**src/hdl/dpt_cfg.svh**
```systemverilog
`ifndef DPT_CFG_SVH
`define DPT_CFG_SVH
// Register byte offsets
`define DPT_A_CLKSEL    8'h00
`define DPT_A_CTRL      8'h04
`define DPT_A_RELOAD    8'h08
`define DPT_A_COMPARE   8'h0C
`define DPT_A_READ_LO   8'h10
`define DPT_A_READ_HI   8'h14
`define DPT_A_IRQ_FLAG  8'h18
`define DPT_A_IRQ_MASK  8'h1C
`define DPT_A_STATUS    8'h20
// Per-timer stride inside the timer bank
`define DPT_A_STRIDE    8'h40
// Fields of the per-timer control word
`define DPT_F_RUN       0
`define DPT_F_PRESET    1
`define DPT_F_PWM       2
`define DPT_F_EVCNT     3
`define DPT_F_POL       4
`define DPT_F_NR        5
`define DPT_F_MOD16     6
`define DPT_F_OUTSEL    7
// Fields of the interrupt flag / mask words
`define DPT_F_UF        0
`define DPT_F_CM        1
// Reset values
`define DPT_CLKSEL_RST  4'h0
// Noise rejector tick: 2048 Hz from the slow oscillator (divide by 16)
`define DPT_NR_DIV_BIT  3
`define DPT_RESP_OKAY   2'h0
`define DPT_RESP_SLVERR 2'h2
`endif

```
**src/hdl/dpt_pkg.sv**
```systemverilog
package dpt_pkg;
    typedef struct packed {
        logic       run;
        logic       pwm;
        logic [3:0] clksel;
        logic [7:0] reload;
        logic [7:0] compare;
        logic       uf_mask;
        logic       cm_mask;
    } dpt_tcfg_t;

    typedef enum logic [1:0] {
        DPT_RD_IDLE,
        DPT_RD_RESP
    } dpt_rd_state_t;
endpackage : dpt_pkg

```
**src/hdl/dpt_timer_unit.sv**
```systemverilog
// Overview of operation
// - Four-bit selector picks 15 oscillator divisions or off
// - Selector resets to zero, no clock then
// - Preset bit copies reload value into counter
// - Run bit starts and stops, value kept
// - Low nibble read latches high nibble
// - Underflow reloads counter and keeps counting
// - Upper underflow exported as serial clock source
// - Event mode clocks lower timer from pin
// - Polarity zero falling edge, one rising edge
// - Noise rejector accepts change at second tick
// - PWM mode compare equality gives match pulse
// - PWM output high on underflow, low on match
// - Reload must exceed nonzero compare value
// - Cascade mode makes one 16-bit counter
// - Cascade: lower controls, upper counts lower underflows
// - Cascade: upper PWM bit, upper drives output
// - Cascade: low read freezes upper twelve bits
// - Events set flags regardless of mask
// - Compare flag only set in PWM mode
// - Cascade: underflow flag from upper timer only
// - Normal mode output toggles each underflow
//
// The register offsets and register access over AXI4-Lite were decided locally.
`include "dpt_cfg.svh"
`timescale 1ns/10ps
`default_nettype none

module dpt_timer_unit
    import dpt_pkg::*;
(
    // Clock, reset, enable
    input  wire logic        aclk,
    input  wire logic        aresetn,
    input  wire logic        clk_en,
    // Oscillators (clock levels; synchronised here and counted on rising edges)
    input  wire logic        low_speed_oscillator,
    input  wire logic        high_speed_oscillator,
    // Event pin
    input  wire logic        event_input,
    // AXI4-Lite write
    input  wire logic [7:0]  s_axi_awaddr,
    input  wire logic        s_axi_awvalid,
    output logic             s_axi_awready,
    input  wire logic [31:0] s_axi_wdata,
    input  wire logic [3:0]  s_axi_wstrb,
    input  wire logic        s_axi_wvalid,
    output logic             s_axi_wready,
    output logic [1:0]       s_axi_bresp,
    output logic             s_axi_bvalid,
    input  wire logic        s_axi_bready,
    // AXI4-Lite read
    input  wire logic [7:0]  s_axi_araddr,
    input  wire logic        s_axi_arvalid,
    output logic             s_axi_arready,
    output logic [31:0]      s_axi_rdata,
    output logic [1:0]       s_axi_rresp,
    output logic             s_axi_rvalid,
    input  wire logic        s_axi_rready,
    // Timer outputs
    output logic             timer_pulse_output,
    output logic             serial_clock_source,
    output logic             event_pin_input_mode,
    output logic [1:0]       underflow_irq,
    output logic [1:0]       compare_irq
);

    // Configuration per timer
    dpt_tcfg_t  cfg_q [2];
    logic       evcnt_q;
    logic       pol_q;
    logic       nr_q;
    logic       mod16_q;
    logic       outsel_q;
    logic [7:0] cnt_q [2];
    logic [1:0] uf_flag_q [2];
    logic       tog_q [2];
    logic       pwm_q [2];
    logic [11:0] hold_q;
    logic [7:0] ldiv_q;
    logic [7:0] hdiv_q;
    logic       lo_s1_q, lo_s2_q, lo_s3_q;
    logic       hi_s1_q, hi_s2_q, hi_s3_q;
    logic       ev_s1_q, ev_s2_q, ev_s3_q;
    logic       ev_lvl_q;
    logic       nr_lvl_q;
    logic [1:0] nr_cnt_q;
    logic       lo_rise, hi_rise, ev_chg;

    // Oscillators and pin pass three stages; a pin change counts when stages 2 and 3 agree
    always_ff @(posedge aclk)
    begin
        if (!aresetn)
        begin
            {lo_s1_q, lo_s2_q, lo_s3_q} <= 3'h0;
            {hi_s1_q, hi_s2_q, hi_s3_q} <= 3'h0;
            {ev_s1_q, ev_s2_q, ev_s3_q} <= 3'h0;
        end
        else if (clk_en)
        begin
            {lo_s1_q, lo_s2_q, lo_s3_q} <= {low_speed_oscillator, lo_s1_q, lo_s2_q};
            {hi_s1_q, hi_s2_q, hi_s3_q} <= {high_speed_oscillator, hi_s1_q, hi_s2_q};
            {ev_s1_q, ev_s2_q, ev_s3_q} <= {event_input, ev_s1_q, ev_s2_q};
        end
    end

    assign lo_rise = lo_s2_q & ~lo_s3_q;
    assign hi_rise = hi_s2_q & ~hi_s3_q;

    // Free-running oscillator dividers
    always_ff @(posedge aclk)
    begin
        if (!aresetn)
        begin
            ldiv_q <= 8'h00;
            hdiv_q <= 8'h00;
        end
        else if (clk_en)
        begin
            if (lo_rise)
                ldiv_q <= ldiv_q + 8'h01;
            if (hi_rise)
                hdiv_q <= hdiv_q + 8'h01;
        end
    end

    // One-cycle tick when divider bit (n-1) lands on a count that is a multiple of 2^n
    function automatic logic div_tick(input logic [7:0] d, input logic r, input int unsigned n);
        logic [7:0] m;
        m = 8'((1 << n) - 1);
        div_tick = r & ((d & m) == m);
    endfunction : div_tick

    // Count clock selection, code 0 gives nothing
    function automatic logic sel_tick(input logic [3:0] s, input logic [7:0] ld, input logic [7:0] hd,
                                      input logic lr, input logic hr);
        unique case (s)
            4'h0: sel_tick = 1'b0;
            4'h1: sel_tick = div_tick(ld, lr, 8);
            4'h2: sel_tick = div_tick(ld, lr, 6);
            4'h3: sel_tick = div_tick(ld, lr, 5);
            4'h4: sel_tick = div_tick(ld, lr, 4);
            4'h5: sel_tick = div_tick(ld, lr, 2);
            4'h6: sel_tick = div_tick(ld, lr, 1);
            4'h7: sel_tick = lr;
            4'h8: sel_tick = div_tick(hd, hr, 8);
            4'h9: sel_tick = div_tick(hd, hr, 6);
            4'hA: sel_tick = div_tick(hd, hr, 5);
            4'hB: sel_tick = div_tick(hd, hr, 4);
            4'hC: sel_tick = div_tick(hd, hr, 3);
            4'hD: sel_tick = div_tick(hd, hr, 2);
            4'hE: sel_tick = div_tick(hd, hr, 1);
            4'hF: sel_tick = hr;
        endcase
    endfunction : sel_tick

    // Noise rejector: level change taken at second falling edge of 2048 Hz tick
    logic nr_fall;
    logic ev_raw;
    logic ev_src;
    assign nr_fall = div_tick(ldiv_q, lo_rise, `DPT_NR_DIV_BIT + 1);
    assign ev_raw  = (ev_s2_q == ev_s3_q) ? ev_s3_q : ev_lvl_q;

    always_ff @(posedge aclk)
    begin
        if (!aresetn)
        begin
            ev_lvl_q <= 1'b0;
            nr_lvl_q <= 1'b0;
            nr_cnt_q <= 2'h0;
        end
        else if (clk_en)
        begin
            ev_lvl_q <= ev_raw;
            // Rejector off: track the pin so enabling it makes no false edge
            if (!nr_q || ev_raw == nr_lvl_q)
            begin
                nr_lvl_q <= ev_raw;
                nr_cnt_q <= 2'h0;
            end
            else if (nr_fall && nr_cnt_q == 2'h1)
            begin
                nr_lvl_q <= ev_raw;
                nr_cnt_q <= 2'h0;
            end
            else if (nr_fall)
                nr_cnt_q <= 2'h1;
        end
    end

    logic ev_prev_q;
    assign ev_src = nr_q ? nr_lvl_q : ev_lvl_q;
    always_ff @(posedge aclk)
    begin
        if (!aresetn)
            ev_prev_q <= 1'b0;
        else if (clk_en)
            ev_prev_q <= ev_src;
    end
    // Polarity: 0 falling, 1 rising
    assign ev_chg = pol_q ? (ev_src & ~ev_prev_q) : (~ev_src & ev_prev_q);

    // Count enables per timer
    logic       tick0, tick1, dec0, dec1, uf0, uf1, cm0, cm1;
    assign tick0 = evcnt_q ? ev_chg
                           : sel_tick(cfg_q[0].clksel, ldiv_q, hdiv_q, lo_rise, hi_rise);
    assign dec0  = clk_en & cfg_q[0].run & tick0;
    assign uf0   = dec0 & (cnt_q[0] == 8'h00);
    assign tick1 = sel_tick(cfg_q[1].clksel, ldiv_q, hdiv_q, lo_rise, hi_rise);
    assign dec1  = mod16_q ? uf0 : (clk_en & cfg_q[1].run & tick1);
    assign uf1   = dec1 & (cnt_q[1] == 8'h00);
    assign cm0   = dec0 & cfg_q[0].pwm & ~mod16_q & (cnt_q[0] - 8'h01 == cfg_q[0].compare);
    assign cm1   = dec1 & cfg_q[1].pwm & (cnt_q[1] - 8'h01 == cfg_q[1].compare)
                   & (~mod16_q | (cnt_q[0] == 8'h00));

    // AXI4-Lite write channel
    logic [7:0]  aw_q;
    logic [31:0] wd_q;
    logic [3:0]  ws_q;
    logic        aw_have_q, w_have_q;
    logic        wr_go;
    logic        sel_t;
    logic [7:0]  wreg;
    logic        wr_ok;
    assign wr_go = aw_have_q & w_have_q & ~s_axi_bvalid;
    assign sel_t = aw_q[6];
    assign wreg  = {2'h0, aw_q[5:0]};
    assign wr_ok = (aw_q[7] == 1'b0) && (wreg <= `DPT_A_STATUS);

    always_ff @(posedge aclk)
    begin
        if (!aresetn)
        begin
            aw_have_q     <= 1'b0;
            w_have_q      <= 1'b0;
            aw_q          <= 8'h00;
            wd_q          <= 32'h0;
            ws_q          <= 4'h0;
            s_axi_awready <= 1'b0;
            s_axi_wready  <= 1'b0;
            s_axi_bvalid  <= 1'b0;
            s_axi_bresp   <= `DPT_RESP_OKAY;
        end
        else if (clk_en)
        begin
            s_axi_awready <= ~aw_have_q & ~s_axi_awready & s_axi_awvalid;
            s_axi_wready  <= ~w_have_q & ~s_axi_wready & s_axi_wvalid;
            if (s_axi_awvalid && s_axi_awready)
            begin
                aw_have_q <= 1'b1;
                aw_q      <= s_axi_awaddr;
            end
            if (s_axi_wvalid && s_axi_wready)
            begin
                w_have_q <= 1'b1;
                wd_q     <= s_axi_wdata;
                ws_q     <= s_axi_wstrb;
            end
            if (wr_go)
            begin
                aw_have_q    <= 1'b0;
                w_have_q     <= 1'b0;
                s_axi_bvalid <= 1'b1;
                s_axi_bresp  <= wr_ok ? `DPT_RESP_OKAY : `DPT_RESP_SLVERR;
            end
            else if (s_axi_bready)
                s_axi_bvalid <= 1'b0;
        end
    end

    logic wr_clksel, wr_ctrl, wr_reload, wr_cmp, wr_flag, wr_mask;
    assign wr_clksel = wr_go & wr_ok & ws_q[0] & (wreg == `DPT_A_CLKSEL);
    assign wr_ctrl   = wr_go & wr_ok & ws_q[0] & (wreg == `DPT_A_CTRL);
    assign wr_reload = wr_go & wr_ok & ws_q[0] & (wreg == `DPT_A_RELOAD);
    assign wr_cmp    = wr_go & wr_ok & ws_q[0] & (wreg == `DPT_A_COMPARE);
    assign wr_flag   = wr_go & wr_ok & ws_q[0] & (wreg == `DPT_A_IRQ_FLAG);
    assign wr_mask   = wr_go & wr_ok & ws_q[0] & (wreg == `DPT_A_IRQ_MASK);

    // Timer state
    logic [1:0] set_uf, set_cm;
    assign set_uf = {uf1, uf0 & ~mod16_q};
    assign set_cm = {cm1, cm0};
    for (genvar t = 0; t < 2; t++)
    begin : g_tmr
        logic me, dec, uf, cm, pst;
        assign me  = (sel_t == 1'(t));
        assign dec = (t == 0) ? dec0 : dec1;
        assign uf  = (t == 0) ? uf0 : uf1;
        assign cm  = (t == 0) ? cm0 : cm1;
        assign pst = wr_ctrl & me & wd_q[`DPT_F_PRESET];
        always_ff @(posedge aclk)
        begin
            if (!aresetn)
            begin
                cfg_q[t]     <= '{default: '0};
                cfg_q[t].clksel <= `DPT_CLKSEL_RST;
                cnt_q[t]     <= 8'h00;
                uf_flag_q[t] <= 2'h0;
                tog_q[t]     <= 1'b0;
                pwm_q[t]     <= 1'b0;
            end
            else if (clk_en)
            begin
                if (wr_clksel && me)
                    cfg_q[t].clksel <= wd_q[3:0];
                if (wr_ctrl && me)
                begin
                    cfg_q[t].run <= wd_q[`DPT_F_RUN];
                    cfg_q[t].pwm <= wd_q[`DPT_F_PWM];
                end
                if (wr_reload && me)
                    cfg_q[t].reload <= wd_q[7:0];
                if (wr_cmp && me)
                    cfg_q[t].compare <= wd_q[7:0];
                if (wr_mask && me)
                    {cfg_q[t].cm_mask, cfg_q[t].uf_mask} <= wd_q[1:0];
                if (pst)
                    cnt_q[t] <= cfg_q[t].reload;
                else if (uf)
                    cnt_q[t] <= cfg_q[t].reload;
                else if (dec)
                    cnt_q[t] <= cnt_q[t] - 8'h01;
                // Set wins over a write-one clear
                uf_flag_q[t][`DPT_F_UF] <= set_uf[t]
                    | (uf_flag_q[t][`DPT_F_UF] & ~(wr_flag & me & wd_q[`DPT_F_UF]));
                uf_flag_q[t][`DPT_F_CM] <= set_cm[t]
                    | (uf_flag_q[t][`DPT_F_CM] & ~(wr_flag & me & wd_q[`DPT_F_CM]));
                if (uf)
                    tog_q[t] <= ~tog_q[t];
                if (uf)
                    pwm_q[t] <= 1'b1;
                else if (cm)
                    pwm_q[t] <= 1'b0;
            end
        end
    end

    // Unit-wide control bits live in timer 0's control word
    always_ff @(posedge aclk)
    begin
        if (!aresetn)
            {outsel_q, mod16_q, nr_q, pol_q, evcnt_q} <= 5'h00;
        else if (clk_en && wr_ctrl && !sel_t)
            {outsel_q, mod16_q, nr_q, pol_q, evcnt_q} <= wd_q[`DPT_F_OUTSEL:`DPT_F_EVCNT];
    end

    // AXI4-Lite read channel
    dpt_rd_state_t rd_st_q;
    logic [7:0]    rreg;
    logic          rsel;
    logic          lo_read;
    logic [31:0]   rmux;
    logic          rd_ok;
    assign rsel    = s_axi_araddr[6];
    assign rreg    = {2'h0, s_axi_araddr[5:0]};
    assign rd_ok   = (s_axi_araddr[7] == 1'b0) && (rreg <= `DPT_A_STATUS);
    assign lo_read = s_axi_arvalid & s_axi_arready & rd_ok & (rreg == `DPT_A_READ_LO) & ~rsel;

    always_comb
    begin
        rmux = 32'h0;
        unique case (rreg)
            `DPT_A_CLKSEL:   rmux = {28'h0, cfg_q[rsel].clksel};
            `DPT_A_CTRL:     rmux = {24'h0, rsel ? 5'h00 : {outsel_q, mod16_q, nr_q, pol_q, evcnt_q},
                                     cfg_q[rsel].pwm, 1'b0, cfg_q[rsel].run};
            `DPT_A_RELOAD:   rmux = {24'h0, cfg_q[rsel].reload};
            `DPT_A_COMPARE:  rmux = {24'h0, cfg_q[rsel].compare};
            `DPT_A_READ_LO:  rmux = {28'h0, cnt_q[0][3:0]};
            `DPT_A_READ_HI:  rmux = {20'h0, hold_q};
            `DPT_A_IRQ_FLAG: rmux = {30'h0, uf_flag_q[rsel]};
            `DPT_A_IRQ_MASK: rmux = {30'h0, cfg_q[rsel].cm_mask, cfg_q[rsel].uf_mask};
            `DPT_A_STATUS:   rmux = {16'h0, cnt_q[1], cnt_q[0]};
            default:         rmux = 32'h0;
        endcase
    end

    always_ff @(posedge aclk)
    begin
        if (!aresetn)
        begin
            rd_st_q       <= DPT_RD_IDLE;
            s_axi_arready <= 1'b0;
            s_axi_rvalid  <= 1'b0;
            s_axi_rdata   <= 32'h0;
            s_axi_rresp   <= `DPT_RESP_OKAY;
            hold_q        <= 12'h000;
        end
        else if (clk_en)
        begin
            unique case (rd_st_q)
                DPT_RD_IDLE:
                begin
                    s_axi_arready <= s_axi_arvalid & ~s_axi_arready;
                    if (s_axi_arvalid && s_axi_arready)
                    begin
                        s_axi_rdata   <= rmux;
                        s_axi_rresp   <= rd_ok ? `DPT_RESP_OKAY : `DPT_RESP_SLVERR;
                        s_axi_rvalid  <= 1'b1;
                        s_axi_arready <= 1'b0;
                        rd_st_q       <= DPT_RD_RESP;
                    end
                end
                DPT_RD_RESP:
                begin
                    if (s_axi_rready)
                    begin
                        s_axi_rvalid <= 1'b0;
                        rd_st_q      <= DPT_RD_IDLE;
                    end
                end
            endcase
            // Low read freezes the rest; 8-bit mode holds only the upper nibble
            if (lo_read)
                hold_q <= mod16_q ? {cnt_q[1], cnt_q[0][7:4]} : {4'h0, 4'h0, cnt_q[0][7:4]};
        end
    end

    // Outputs
    logic tout_d;
    assign tout_d = (mod16_q | outsel_q) ? (cfg_q[1].pwm ? pwm_q[1] : tog_q[1])
                                         : (cfg_q[0].pwm ? pwm_q[0] : tog_q[0]);
    always_ff @(posedge aclk)
    begin
        if (!aresetn)
        begin
            timer_pulse_output   <= 1'b0;
            serial_clock_source  <= 1'b0;
            event_pin_input_mode <= 1'b0;
            underflow_irq        <= 2'h0;
            compare_irq          <= 2'h0;
        end
        else if (clk_en)
        begin
            timer_pulse_output   <= tout_d;
            serial_clock_source  <= uf1;
            event_pin_input_mode <= evcnt_q;
            underflow_irq <= {uf_flag_q[1][0] & cfg_q[1].uf_mask, uf_flag_q[0][0] & cfg_q[0].uf_mask};
            compare_irq   <= {uf_flag_q[1][1] & cfg_q[1].cm_mask, uf_flag_q[0][1] & cfg_q[0].cm_mask};
        end
    end
endmodule : dpt_timer_unit

`default_nettype wire

```
**config.mk**
```make
export PLATFORM = sky130hd
export DESIGN_NAME = dpt_timer_unit
export DESIGN_NICKNAME = d
export VERILOG_FILES = /design/src/hdl/dpt_pkg.sv /design/src/hdl/dpt_timer_unit.sv
export VERILOG_INCLUDE_DIRS = /design/src /design/src/hdl
export SDC_FILE = /design/constraint.sdc
export NUM_CORES = 1
export LEC_CHECK = 0
export BUFFER_PORTS_ARGS = -buffer_cell sky130_fd_sc_hd__buf_2
export CORE_MARGIN = 2
export CORE_UTILIZATION = 25
export CTS_CLUSTER_DIAMETER = 40
export CTS_CLUSTER_SIZE = 25
export DETAILED_ROUTE_END_ITERATION = 10
export GPL_TIMING_DRIVEN = 0
export HOLD_SLACK_MARGIN = 0.12
export PLACE_DENSITY_LB_ADDON = 0.08
export SLEW_MARGIN = 10
export SYNTH_ARGS = -nofsm -noshare
export SYNTH_HDL_FRONTEND = slang
export SYNTH_SLANG_ARGS = --single-unit
```
**constraint.sdc**
```tcl
create_clock -name aclk -period 3 [get_ports aclk]
set_clock_uncertainty 0.2 [all_clocks]
set_input_delay 0.75 -clock aclk [delete_from_list [all_inputs] [get_ports aclk]]
set_output_delay 0.75 -clock aclk [all_outputs]
set_load 0.1 [all_outputs]
```
; ---- Word-level counts from Yosys, hierarchy flattened
; Memories as Yosys holds them, arrays and structs flattened.
; Cells that the tools add are included.
[word_totals]
register_bits = 164
latch_bits = 0
ram_bits = 24
mem_bits_ro = 0
in_bits = 63
out_inout_bits = 48
wordCells = 397
mem_count = 4
[op_classes]
add_sub_neg = 4
mul = 0
div = 0
order_cmp = 3
eq_ne = 62
n_shift = 0
muxes = 102
n_bitwise = 111
reduce_logical = 57
[memory_table]
columns = name, words, width, read_ports, rd_ports_with_merged_regs, wr, line_no
row1 = cnt_q, 2, 8, 2, 0, 2, dpt_timer_unit.sv:75  ; logic [7:0] cnt_q [2];
row2 = uf_flag_q, 2, 2, 3, 0, 2, dpt_timer_unit.sv:76  ; logic [1:0] uf_flag_q [2];
row3 = pwm_q, 2, 1, 2, 0, 2, dpt_timer_unit.sv:78  ; logic pwm_q [2];
row4 = tog_q, 2, 1, 2, 0, 2, dpt_timer_unit.sv:77  ; logic tog_q [2];
[op_table]
columns = op, n
row1 = $pmux 16 s9, 1
row2 = $mux 1, 79
row3 = $eq 4x4->1 const B, 18
row4 = $mux 24, 3
row5 = $and 1x1->1, 67
row6 = $mux 8, 6
row7 = $reduce_and 2->1, 22
row8 = $eq 6x5->1 const B, 6
row9 = $eq 4x3->1 const B, 8
row10 = $logic_not 8->1, 4
row11 = $pmux 1 s16, 2
row12 = $eq 6x4->1 const B, 4
row13 = $or 1x1->1, 22
row14 = $not 1->1, 21
row15 = $eq 6x6->1 const B, 3
row16 = $logic_and 1x1->1, 18
row17 = $add 8x1->8 const B, 2
row18 = $eq 4x2->1 const B, 4
row19 = $eq 8x8->1, 2
row20 = $eq 8x8->1 const B, 2
row21 = $sub 8x1->8 const B, 2
row22 = $mux 2, 7
row23 = $eq 6x3->1 const B, 2
row24 = $le 6x6->1 const B, 2
row25 = other kinds (20), 32

; ---- Depth between registers and ports, before layout
[logic_depth]
word_depth = 17
ltp_mapped = 12
mapped_depth_nobuf = 11

; ---- Worst setup path before layout
; No wires, ideal clock.
[synth_timing]
kind = reg-to-reg
startpoint = register hdiv_q[0]
endpoint = memory cnt_q[1][0] (enable)
setup_ns = 0.304
t_arrival_ns = 2.358
required_time_ns = 2.496
slack_ns = 0.138
path_stages_with_launch = 11
path_buffers = 1
synth_period_minus_slack_ns = 2.862
cell_sequence = dfxtp_1 ha_1 ha_1 mux2_2 o221a_1 o211ai_1 nand4_1 a41oi_1 a21o_1 buf_4 nand2_1
[synth_lines]
columns = item, line_no
row1 = start: declaration, dpt_timer_unit.sv:81  ; logic [7:0] hdiv_q;
row2 = start signal: assignment, dpt_timer_unit.sv:123  ; hdiv_q <= hdiv_q + 8'h01;
row3 = end: declaration, dpt_timer_unit.sv:75

==> impl_metrics.yaml <==
status:
  status: "finished, final reports clean"
power_and_ir_drop:
  p_switching_mw: 1.41
  p_comb_frac: 0.087
  powerDensity_mw_per_mm2: 493
  power_mw: 5.00
  p_int_mw: 3.59
  switching_share: 0.282
  clkPwrFrac: 0.450
  leakage_nw: 3.80
  ir_worst_vdd_mv: 0.392
  power_frac_seq: 0.464
die:
  ioPinCount: 111
  initial_utilization: 0.255
  dieArea_mm2: 0.0348
  die_w_um: 187
  num_rows: 66
  die_h_um: 187
  fp.coreArea_mm2: 0.0327
timing:
  setup_viol: 0
  worst_slew_pin_slew_ns: 0.944
  drv_slew: 0
  hold_viol: 0
  fin_crit_ns: 2.95
  holdWs_ns: 0.250
  finalCritPeriodShare: 0.984
  timing.fmax_ghz: 0.339
  max-slew-margin-rel: 0.371
  rsz0062_at_grt: "yes"
worst_setup_path:
  crit_chain: "buf_4, buf_4, or3b_2, o2111a_1, a211oi_1, a311oi_2, buf_4, a41oi_4, a21o_1, buf_6, buf_6, a211oi_2"
  ff2ff_setup_slack_ns: 0.05
  worstSetupPathType: "flip-flop to flip-flop"
  cp_max_fo: 5
  endpoint: "cnt_q[1][5]"
  crit_path_top_delay_cell: "or3b_2"
  rr_startpoint: "hdiv_q[0]"
  cp-start-kind: "flip-flop"
  crit_buf_inv: 5
  r2r_end: "cnt_q[1][5]"
  arrival_ns: 2.94
  crit_top_cell: "buf_4"
  max_stage_delay_ns: 0.45
  crit_path_end_kind: "flip-flop"
  rr_worst_depth: 12
  cp_num_cells: 12
  critical_path.startpoint: "hdiv_q[0]"
  cp_data_required_time_ns: 2.99
  path_delay_family: "compound AO/OA/AOI/OAI gates"
drt:
  drt_iter0_drc: 380
  wirelength_um: 31300
  post-route-drc-count: 0
  routed_via_density: 4.82
  drt_pass1_iterations: 5
  wl_met2_um: 14500
  wl_met1_um: 15100
  ant_nets: 0
  via_count: 7469
  wl_per_cell_um: 20.2
  route.met3.wl_um: 890
  top_layer_used: "met4"
layout:
  fill_cells: 3554
  register_area_mm2: 0.00357
  finalInstanceArea_mm2: 0.0101
  area_growth_syn_to_layout_pct: 21.7
  drive_gt1_frac: 0.168
  finalNonFillerCells: 1548
  multi_input_area_mm2: 0.00456
  nets: 1165
  n_antenna_cell: 0
yosys:
  ys_warn_count: 0
  yosys-top-cells-area: "dfxtp_1 35%, edfxtp_1 7.9%, nand2_1 6.4%, a21oi_1 6.2%, mux2i_1 6.1%"
  synth_top_cell_by_area: "dfxtp_1"
  syn_area_mm2: 0.00833
  synthFlopType: "dfxtp_1"
  synth.most_common_cell: "dfxtp_1"
  synth_seq_cells: 167
  synth_edf_count: 22
  async_flop_share: 0
  synth_top_cell_area_share: 0.349
  synth_cell_types: 68
  synth_cells: 986
  ys_top_cells_by_count: "145 x dfxtp_1, 143 x nand2_1, 103 x a21oi_1"
  syn_area_per_cell_um2: 8.45
  ys_seq_area_frac: 0.428
clock_network:
  cts_hold_buf: 0
  cts.htree.levels: 4
  clk_pin_slew_ns: 0.07
  cts_tree: "done"
  clk_path_buf_depth: 2
  cts_buffers: 17
  clockRootBuffer: "clkbuf_16"
  clock_latency_ns: 0.44
  cts.sinks: 167
placed_design:
  place_hpwl_um: 23300
  dpl_cell_area_mm2: 0.00926
  post-place-cells: 1507
  gp_congestion: 0.815
  portBuffers: 62
grt:
  grt_use_total: 0.181
  grt_pass1_wl_um: 47400
  grt_max_degree: 17
  antenna_found_initial: 0
  first_global_vias: 7314
  grt-ovfl-total: 0
run:
  maxCapViolCount: 0
worst_hold_path:
  hold_path_class: "flip-flop to flip-flop"
==> registers in the layout (all words and copies together) (netlist names), 2 cells and up <==
register / cells
pwm_q: 2
s_axi_rdata: 16
cfg_q: 48
cnt_q: 16
tog_q: 2
aw_q: 8
underflow_irq: 2
hdiv_q: 8
compare_irq: 2
uf_flag_q: 4
wd_q: 8
hold_q: 12
ldiv_q: 8
==> layout by cell type (no fill, tap or decap), types with 7 or more instances in the layout <==
cell / instances
xnor2_1: 11
nand2_1: 139
inv_1: 25
dfxtp_1: 141
or3_1: 11
a211oi_2: 7
nand2b_1: 9
nor3_1: 16
edfxtp_1: 22
nand4_1: 11
buf_4: 30
mux2_2: 10
buf_2: 64
nand3_1: 61
clkbuf_1: 46
mux2i_1: 51
clkbuf_16: 17
a22oi_1: 9
a21oi_1: 103
nor2_1: 100
conb_1: 18
a221oi_1: 13
xor2_1: 24
o21ai_0: 27
==> what timing repair did <==
action | 4_1_cts | 5_1_grt
endpoints found under the setup margin | 82 | 37
gates resized for setup | 24 | 29
buffers inserted | 9 | 2
pin swaps | 5 | 4
gates cloned | 1 | 0
==> layout make-up <==
class | count | share of cell area
Timing Repair Buffer | 74 | 0.0399
Clock inverter | 13 | 0.0137
Clock buffer | 19 | 0.0437
Inverter | 26 | 0.00963
Buffer | 73 | 0.0362
Multi-Input combinational cell | 734 | 0.450
Tap cell | 442 | 0.0546
Sequential cell | 167 | 0.353
==> kinds of logic (layout without fill, tap and decap cells) <==
logic type,Yosys count,after routing,synth area share
flip-flops,167,167,0.428
other,1,18,0.000450
AND/OR/NAND/NOR,398,398,0.223
AO/OA/AOI/OAI,209,209,0.158
adder cells (fa/ha/maj),10,10,0.0147
buffers and inverters,102,205,0.0563
XOR/XNOR,38,38,0.0451
multiplexers,61,61,0.0748
==> layer usage <==
metal | vias to the layer above | GRT usage
met2 | 135 | 0.295
met5 | - | 0
li1 | 3685 | -
met4 | 0 | 0.0623
met3 | 34 | 0.0265
met1 | 3615 | 0.246
==> power groups by stage <==
stage	clock, mW	sequential [mW]	combinational [mW]
CTS	2.30	2.32	0.435
floorplan	0	2.38	0.278
detailed placement	0	2.37	0.426
finish	2.25	2.32	0.433
global route	2.40	2.32	0.464
global placement	0	2.37	0.428
==> worst min-delay path, cell delays in order, from the launching register on <==
cell     delay, ns
dfxtp_1       0.31
nand2_1       0.05
a21oi_1       0.05
==> per-stage QoR <==
| step | util | worst slack (ns) | TNS [ns] |
|---|---|---|---|
| after floorplan | - | 0.138 | 0 |
| after global placement | 0.283 | -1.05 | -61.78 |
| after detailed placement | 0.283 | -1.05 | -60.16 |
| after CTS | 0.306 | 0.00669 | 0 |
| after global routing | 0.310 | -0.0518 | -0.277 |
| final | 0.310 | 0.0493 | 0 |
==> worst min-delay path by stage <==
| stage | endpoint | startpoint | cells after the start | slack [ns] |
|---|---|---|---|---|
| after floorplan | hold_q[10] | hold_q[10] | 2 | 0.23 |
| after global placement | hold_q[8] | hold_q[8] | 2 | 0.24 |
| after detailed placement | hold_q[8] | hold_q[8] | 2 | 0.24 |
| after CTS | hold_q[8] | hold_q[8] | 2 | 0.25 |
| after global routing | hold_q[10] | hold_q[10] | 2 | 0.27 |
| final | hold_q[8] | hold_q[8] | 2 | 0.25 |
No activity file was read; power rests on OpenSTA's default activity.
